$ cat src/rtl/pit_consts.vh
// Constants for the periodic interval timer: offsets, fields, resets.
// Included by the timer top and prescaler design files; definitions only.
`ifndef PIT_CONSTS_VH
`define PIT_CONSTS_VH

// Register byte offsets
`define PIT_OFF_MODE 4'h0
`define PIT_OFF_STATUS 4'h4
`define PIT_OFF_ACK 4'h8
`define PIT_OFF_SNAP 4'hc
`define PIT_OFF_IMASK 5'h10

// Mode register fields
`define PIT_LIMIT_W 20
`define PIT_ELAPSED_W 12
`define PIT_RUN_BIT 24
`define PIT_IEN_BIT 25
`define PIT_MODE_RESET 32'h000fffff
`define PIT_LIMIT_RESET 20'hfffff

// Status fields
`define PIT_FLAG_BIT 0

// Time base: master clock divided by sixteen
`define PIT_DIV 16
`define PIT_DIV_W 4

`endif

$ cat src/rtl/pit_timer.v
// Periodic interval timer top: counters, mode/status/readout, APB.
// Assumes APB master on clk; dbg_halt is synchronous to clk.
// How it works
// - 20-bit interval and 12-bit elapsed counters
// - Counters advance on master clock divided 16
// - Count from zero, wrap at limit, bump elapsed
// - Wrap sets flag; irq when flag and enable, mask clear
// - Period is limit plus one ticks
// - New limit never clears or restarts counters
// - Acknowledge read returns counts, clears elapsed, flag
// - Snapshot read returns counts, no side effects
// - Elapsed in 31:20, current count in 19:0
// - Run-enable change acts only at count zero
// - Disabled timer finishes period then halts
// - Debug state freezes both counters
// - Reset disabled, limit max, enables clear
// - Flag in status bit 0, sticky until ack
//
// The APB interface to the registers was chosen for this implementation.
`timescale 1ns/100ps
`include "pit_consts.vh"
module pit_timer #(
  parameter LW = `PIT_LIMIT_W,
  parameter EW = `PIT_ELAPSED_W
) (
  // Clock and reset
  input wire clk,
  input wire rst_n,
  // APB slave
  input wire psel,
  input wire penable,
  input wire pwrite,
  input wire [4:0] paddr,
  input wire [31:0] pwdata,
  output reg [31:0] prdata,
  output wire pready,
  output wire pslverr,
  // Core debug state
  input wire dbg_halt,
  // Interrupt
  output wire irq
);
  reg [LW-1:0] interval_limit_q;
  reg timer_run_enable_q;
  reg interval_irq_enable_q;
  reg [LW-1:0] current_interval_count_q;
  reg [EW-1:0] elapsed_interval_count_q;
  reg interval_reached_flag_q;
  reg active_q;
  reg imask_q;
  wire tick;
  wire wrap;
  wire wr_en;
  wire rd_en;
  wire addr_hit;
  wire ack_read;
  wire [3:0] off;
  wire [31:0] value_word;

  assign off = paddr[3:0];
  assign addr_hit = (paddr[1:0] == 2'b00) &&
    ((paddr[4] == 1'b0) || (off == 4'h0));

  pit_apb_slave #(
    .AW(5)
  ) u_apb (
    .psel(psel),
    .penable(penable),
    .pwrite(pwrite),
    .paddr(paddr),
    .pready(pready),
    .pslverr(pslverr),
    .addr_hit(addr_hit),
    .wr_en(wr_en),
    .rd_en(rd_en)
  );

  // Debug halt stops the divider too, so no tick sneaks through
  pit_prescaler #(
    .DIV(`PIT_DIV),
    .W(`PIT_DIV_W)
  ) u_div (
    .clk(clk),
    .rst_n(rst_n),
    .halt(dbg_halt),
    .tick(tick)
  );

  assign wrap = tick && active_q &&
    (current_interval_count_q == interval_limit_q);
  // Clear on the setup edge, the same edge that captures prdata, so a
  // wrap there is either in the returned value or survives the clear
  assign ack_read = psel && !penable && !pwrite &&
    (paddr == {1'b0, `PIT_OFF_ACK});

  // Mode register; writes leave the counters alone
  always @(posedge clk or negedge rst_n) begin
    if (!rst_n) begin
      interval_limit_q <= `PIT_LIMIT_RESET;
      timer_run_enable_q <= 1'b0;
      interval_irq_enable_q <= 1'b0;
      imask_q <= 1'b0;
    end else if (wr_en) begin
      if (paddr == {1'b0, `PIT_OFF_MODE}) begin
        interval_limit_q <= pwdata[LW-1:0];
        timer_run_enable_q <= pwdata[`PIT_RUN_BIT];
        interval_irq_enable_q <= pwdata[`PIT_IEN_BIT];
      end else if (paddr == {1'b1, 4'h0}) begin
        imask_q <= pwdata[0];
      end
    end
  end

  // Enable is sampled while the count sits at zero and on each wrap back to zero
  always @(posedge clk or negedge rst_n) begin
    if (!rst_n) begin
      active_q <= 1'b0;
    end else if (!dbg_halt) begin
      if (current_interval_count_q == {LW{1'b0}} &&
          !(active_q && tick)) begin
        active_q <= timer_run_enable_q;
      end else if (wrap) begin
        active_q <= timer_run_enable_q;
      end
    end
  end

  // Interval counter
  always @(posedge clk or negedge rst_n) begin
    if (!rst_n) begin
      current_interval_count_q <= {LW{1'b0}};
    end else if (tick && active_q) begin
      if (wrap) begin
        current_interval_count_q <= {LW{1'b0}};
      end else begin
        current_interval_count_q <= current_interval_count_q + 1'b1;
      end
    end
  end

  // Elapsed counter; a wrap in the ack cycle counts as one
  always @(posedge clk or negedge rst_n) begin
    if (!rst_n) begin
      elapsed_interval_count_q <= {EW{1'b0}};
    end else if (ack_read) begin
      elapsed_interval_count_q <= wrap ? {{(EW-1){1'b0}}, 1'b1}
        : {EW{1'b0}};
    end else if (wrap) begin
      elapsed_interval_count_q <= elapsed_interval_count_q + 1'b1;
    end
  end

  // Sticky flag: set wins over the acknowledge clear
  always @(posedge clk or negedge rst_n) begin
    if (!rst_n) begin
      interval_reached_flag_q <= 1'b0;
    end else if (wrap) begin
      interval_reached_flag_q <= 1'b1;
    end else if (ack_read) begin
      interval_reached_flag_q <= 1'b0;
    end
  end

  assign irq = interval_reached_flag_q && interval_irq_enable_q &&
    !imask_q;

  assign value_word = {elapsed_interval_count_q,
    current_interval_count_q};

  // Read data register; snapshot read has no side effects
  always @(posedge clk or negedge rst_n) begin
    if (!rst_n) begin
      prdata <= 32'h00000000;
    end else if (psel && !penable && !pwrite) begin
      case (paddr)
        {1'b0, `PIT_OFF_MODE}: begin
          prdata <= {6'h00, interval_irq_enable_q, timer_run_enable_q,
            4'h0, interval_limit_q};
        end
        {1'b0, `PIT_OFF_STATUS}: begin
          prdata <= {31'h0, interval_reached_flag_q};
        end
        {1'b0, `PIT_OFF_ACK}: begin
          prdata <= value_word;
        end
        {1'b0, `PIT_OFF_SNAP}: begin
          prdata <= value_word;
        end
        {1'b1, 4'h0}: begin
          prdata <= {31'h0, imask_q};
        end
        default: begin
          prdata <= 32'h00000000;
        end
      endcase
    end
  end
endmodule

$ cat src/rtl/pit_prescaler.v
// Time-base divider: one-cycle tick every PIT_DIV clocks.
// Assumes a single clock; halt freezes the phase.
`timescale 1ns/100ps
`include "pit_consts.vh"
module pit_prescaler #(
  parameter DIV = `PIT_DIV,
  parameter W = `PIT_DIV_W
) (
  // Clock and reset
  input wire clk,
  input wire rst_n,
  // Control
  input wire halt,
  // Output
  output wire tick
);
  localparam [31:0] LAST_FULL = DIV - 1;
  localparam [W-1:0] LAST = LAST_FULL[W-1:0];
  reg [W-1:0] cnt_q;

  assign tick = !halt && (cnt_q == LAST);

  always @(posedge clk or negedge rst_n) begin
    if (!rst_n) begin
      cnt_q <= {W{1'b0}};
    end else if (!halt) begin
      if (cnt_q == LAST) begin
        cnt_q <= {W{1'b0}};
      end else begin
        cnt_q <= cnt_q + 1'b1;
      end
    end
  end
endmodule

$ cat src/rtl/pit_apb_slave.v
// APB slave decode: zero wait states, pslverr on unmapped offsets.
// Assumes a well-behaved APB master; word access only.
`timescale 1ns/100ps
module pit_apb_slave #(
  parameter AW = 5
) (
  // APB
  input wire psel,
  input wire penable,
  input wire pwrite,
  input wire [AW-1:0] paddr,
  output wire pready,
  output wire pslverr,
  // Decoded access
  input wire addr_hit,
  output wire wr_en,
  output wire rd_en
);
  wire access;

  assign access = psel && penable;
  assign pready = 1'b1;
  assign pslverr = access && !addr_hit;
  assign wr_en = access && pwrite && addr_hit;
  assign rd_en = access && !pwrite && addr_hit;
endmodule

$ cat config.mk
export PLATFORM = sky130hd
export DESIGN_NAME = pit_timer
export DESIGN_NICKNAME = d
export VERILOG_FILES = /design/src/rtl/pit_timer.v /design/src/rtl/pit_prescaler.v /design/src/rtl/pit_apb_slave.v
export VERILOG_INCLUDE_DIRS = /design/src /design/src/rtl
export SDC_FILE = /design/constraint.sdc
export NUM_CORES = 1
export LEC_CHECK = 0
export ABC_CLOCK_PERIOD_IN_PS = 2720
export BUFFER_PORTS_ARGS = -buffer_cell sky130_fd_sc_hd__buf_4
export CORE_UTILIZATION = 54
export CTS_BUF_LIST = sky130_fd_sc_hd__clkbuf_16
export DETAILED_ROUTE_END_ITERATION = 8
export PLACE_DENSITY_LB_ADDON = 0.25
export SYNTH_ARGS = -nofsm -noshare
export SYNTH_HDL_FRONTEND = slang
export SYNTH_SLANG_ARGS = --single-unit
$ cat constraint.sdc
create_clock -name clk -period 2.72 [get_ports clk]
set_input_delay 0 -clock clk [delete_from_list [all_inputs] [get_ports clk]]
set_output_delay 0 -clock clk [all_outputs]
set_load 0.05 [all_outputs]
==> impl_results.md <==
* Yosys reg bits at 93
* IO Pins at 78
* Largest net degree at the start of global routing at 50
* Syn Nets at ~500
* Crit-path max FO at 7
* Total number of vias at 3769
* First-pass GRT wire length at ~18000 µm
* Primary FF master, synth: dfrtp_1
* H-tree depth at 3
* Fin Clk Skew at 8.925 ps
* CTS tree: built
* Post-DP HPWL at roughly 7500 µm
* Clock buffer depth at 2
* CP Cell Sequence: ha_1, nand4b_4, or2_1, or3_1, or4_1, a21oi_1
* Grt ovf at 0
* Setup Fix Bufs, Post-CTS at 0
* Cell Area, Synth at around 4600 µm²
* Final count of hold timing violations at 0
* Number of enable flip-flop cells after synthesis at 0
* Levels on crit path at 6
* Port Buf Inserts at 66
* Sequential-to-total area share from yosys stat at 0.5062
* Syn Area/Cell at approximately 10 µm²
* Layout Nets at about 590
* Static Leak at approximately 2.7 nW
* Die Wd at around 95 µm
* Worst path top cell family by delay: simple AND/OR/NAND/NOR gates
* Total track usage at 0.2653
* Slew headroom at 0.5235
* # DRC at 0
* Worst vdd ir at 0.3285 mV
* Core ar. at 8258 µm²
* Initial antenna violation count at 0
* Synth Instances at 460
* Post-synth ARST share at 1.000
* Vias per inst at a little under 6
* Fin. max-slew vios at 0
* Share of cells above drive strength 1 at 0.2661
* Clk sinks at 93
* Final WL at around 11000 µm
* DR iter-0 viols at approximately 320
* Post-Route Utilization at 0.7008
* Worst EP required at 2990 ps
* CTS clk-pin slew, worst paths at roughly 70 ps
* Drt first pass iters at 4
* Clk root buf: clkbuf_16
* Critical Setup Path Class: register to register
* Die Ht at 94.77 µm
* Crit path DAT at between 2000 and 3000 ps
* TNS Setup at 0 ps
* Hold path depth at 3
* Num CTS Buffers at 9
* Crit path max-delay cell type: or3_1
* Vias in the first global route at approximately 3600
* Worst-case reg-to-reg path depth at 6
* CP Launch Type: register
* Clk_lat worst skew at between 300 and 400 ps
* Count of cell types in the netlist at slightly above 50
* CP Buf/Inv Count at 0
* Max Cap Viol at 0
* CP max stage delay at 420 ps
* Detail Route Antenna Nets at 0
* Initial Utilization at 0.5627
* Final period util at 0.8338
* P&R area growth vs syn at 24.53%
* Synth warn at 0
* Status: finished clean
* Die footprint at ~9000 µm²
* Row cnt at 33
* RSZ-0062 raised after global routing: no
* CP endpoint kind: register
* RePlAce Congestion at ~0.9
* Setup violations, final at 0
* Worst hold path class: primary input to register
* WL/cell at between 15 and 20 µm
* PwrDens at between 500 and 600 nW/µm²
* Worst-margin pin slew at ~710 ps
* Highest Clock Rate at about 440 MHz
* Min cycle time layout at about 2300 ps
* Ant. Diodes at 0
[power breakdown]
part / leakage (nW) / internal (mW) / switching, mW
registers: 1.21 / 1.48 / 0.105
clock network: 0.154 / 0.810 / 0.544
logic: 1.31 / 0.209 / 0.283
total: 2.68 / 2.50 / 0.932
[sequential cells by signal (all words and copies together) (netlist names)]
signal                    flops
current_interval_count_q     20
interval_irq_enable_q         1
elapsed_interval_count_q     12
prdata                       32
imask_q                       1
interval_reached_flag_q       1
interval_limit_q             20
active_q                      1
u_div.cnt_q                   4
timer_run_enable_q            1
[per-stage QoR]
| stage | setup slack (ps) | std cells | instance area [µm²] | hold WS, ps | power [mW] |
|---|---|---|---|---|---|
| global placement | 523.7 | 610 | 5224 | 29.09 | 2.041 |
| finish | 452.0 | 650 | 5787 | 39.48 | 3.434 |
| global route | 262.5 | 650 | 5787 | 49.60 | 3.580 |
| floorplan | 627.1 | 460 | 4647 | -295.6 | 1.890 |
| CTS | 458.3 | 650 | 5787 | 36.57 | 3.438 |
| detailed placement | 483.6 | 610 | 5224 | 34.40 | 2.066 |
[layout by cell type, fill, tap and decap left out, types with 7 or more instances in the layout]
cell           count
buf_4             75
dfrtp_1           73
nand2_1           61
o21ai_0           40
xor2_1            33
mux2_2            24
dlygate4sd3_1     24
nor2_1            22
a22oi_1           22
dfstp_2           20
nand3_1           17
nand4_1           11
nor4_1            10
clkbuf_16          9
nor3_1             8
a21oi_1            7
[final timing paths]
| path | start | end | slack (ps) |
|---|---|---|---|
| max | u_div.cnt_q[0] | elapsed_interval_count_q[5] | 450 |
| min | penable | imask_q | 40 |
| max reg2reg | u_div.cnt_q[0] | elapsed_interval_count_q[5] | 450 |
| min reg2reg | prdata[22] | prdata[22] | 480 |
| max in group asynchronous | rst_n | interval_limit_q[0] | 1810 |
| min in group asynchronous | rst_n | prdata[14] | 200 |
[per-layer routing]
layer,wire (µm),global-route usage
met3,680,0.04911
met5,0,0
met4,87,0.06566
met2,5347,0.4185
met1,5103,0.3787
[final cells by class]
class / count / area, µm²
tap: 105 / 131.4
fill: 625 / 2471
sequential: 93 / 2352
timing repair buffer: 100 / 823.3
clock inverter: 7 / 97.59
multi-input combinational: 330 / 2135
inverter: 6 / 22.52
clock buffer: 9 / 225.2
[repair_timing]
| item | 4_1_cts | 5_1_grt |
|---|---|---|
| hold endpoints to repair | 51 | 0 |
| hold buffers | 24 | 0 |
| resized for setup | 0 | 0 |
[cell usage after synthesis, drive strengths merged (2+ instances only)]
library cell  count  area share
nand2            61       0.049
or3               2      0.0027
xnor2             3      0.0057
clkbuf           19       0.015
inv               6      0.0048
or2               7      0.0094
o32ai             2      0.0038
dfstp            20        0.11
a22oi            22       0.036
and4              5      0.0094
mux2i             6       0.013
a21o              2      0.0032
nor2             22       0.018
o22ai             2      0.0027
nor4             12       0.019
a21oi             7      0.0075
dfrtp            73        0.39
o21ai            42       0.045
and2              7      0.0094
nand2b            2      0.0027
or4               3      0.0048
xor2             33       0.062
and3              6      0.0081
buf              12       0.014
o31ai             6      0.0097
nor3              9       0.011
nand4            11       0.015
ha                4       0.011
mux2             24       0.058
nand3            17       0.018
[worst register-to-register path, delay by kind of cell (launching register included)]
kind / cells / cell delay [ps]
AOI/OAI and AO/OA: 1 / 150
DFF: 1 / 410
adders and majority gates: 1 / 300
and+or+nand+nor: 4 / 1350
[kinds of logic (layout without fill, tap and decap cells)]
logic type                 count (synthesis)  after routing  synth area share
muxes                                     30             30           0.07108
other                                      1              1         0.0008070
buffers and inverters                     37            122           0.03447
DFF                                       93             93            0.5062
xor gates and xnor gates                  36             36           0.06785
and+or+nand+nor                          169            169            0.1887
adders and majority gates                  4              4           0.01077
AOI/OAI and AO/OA                         90             90            0.1201
No activity file was read; power rests on OpenSTA's default activity.
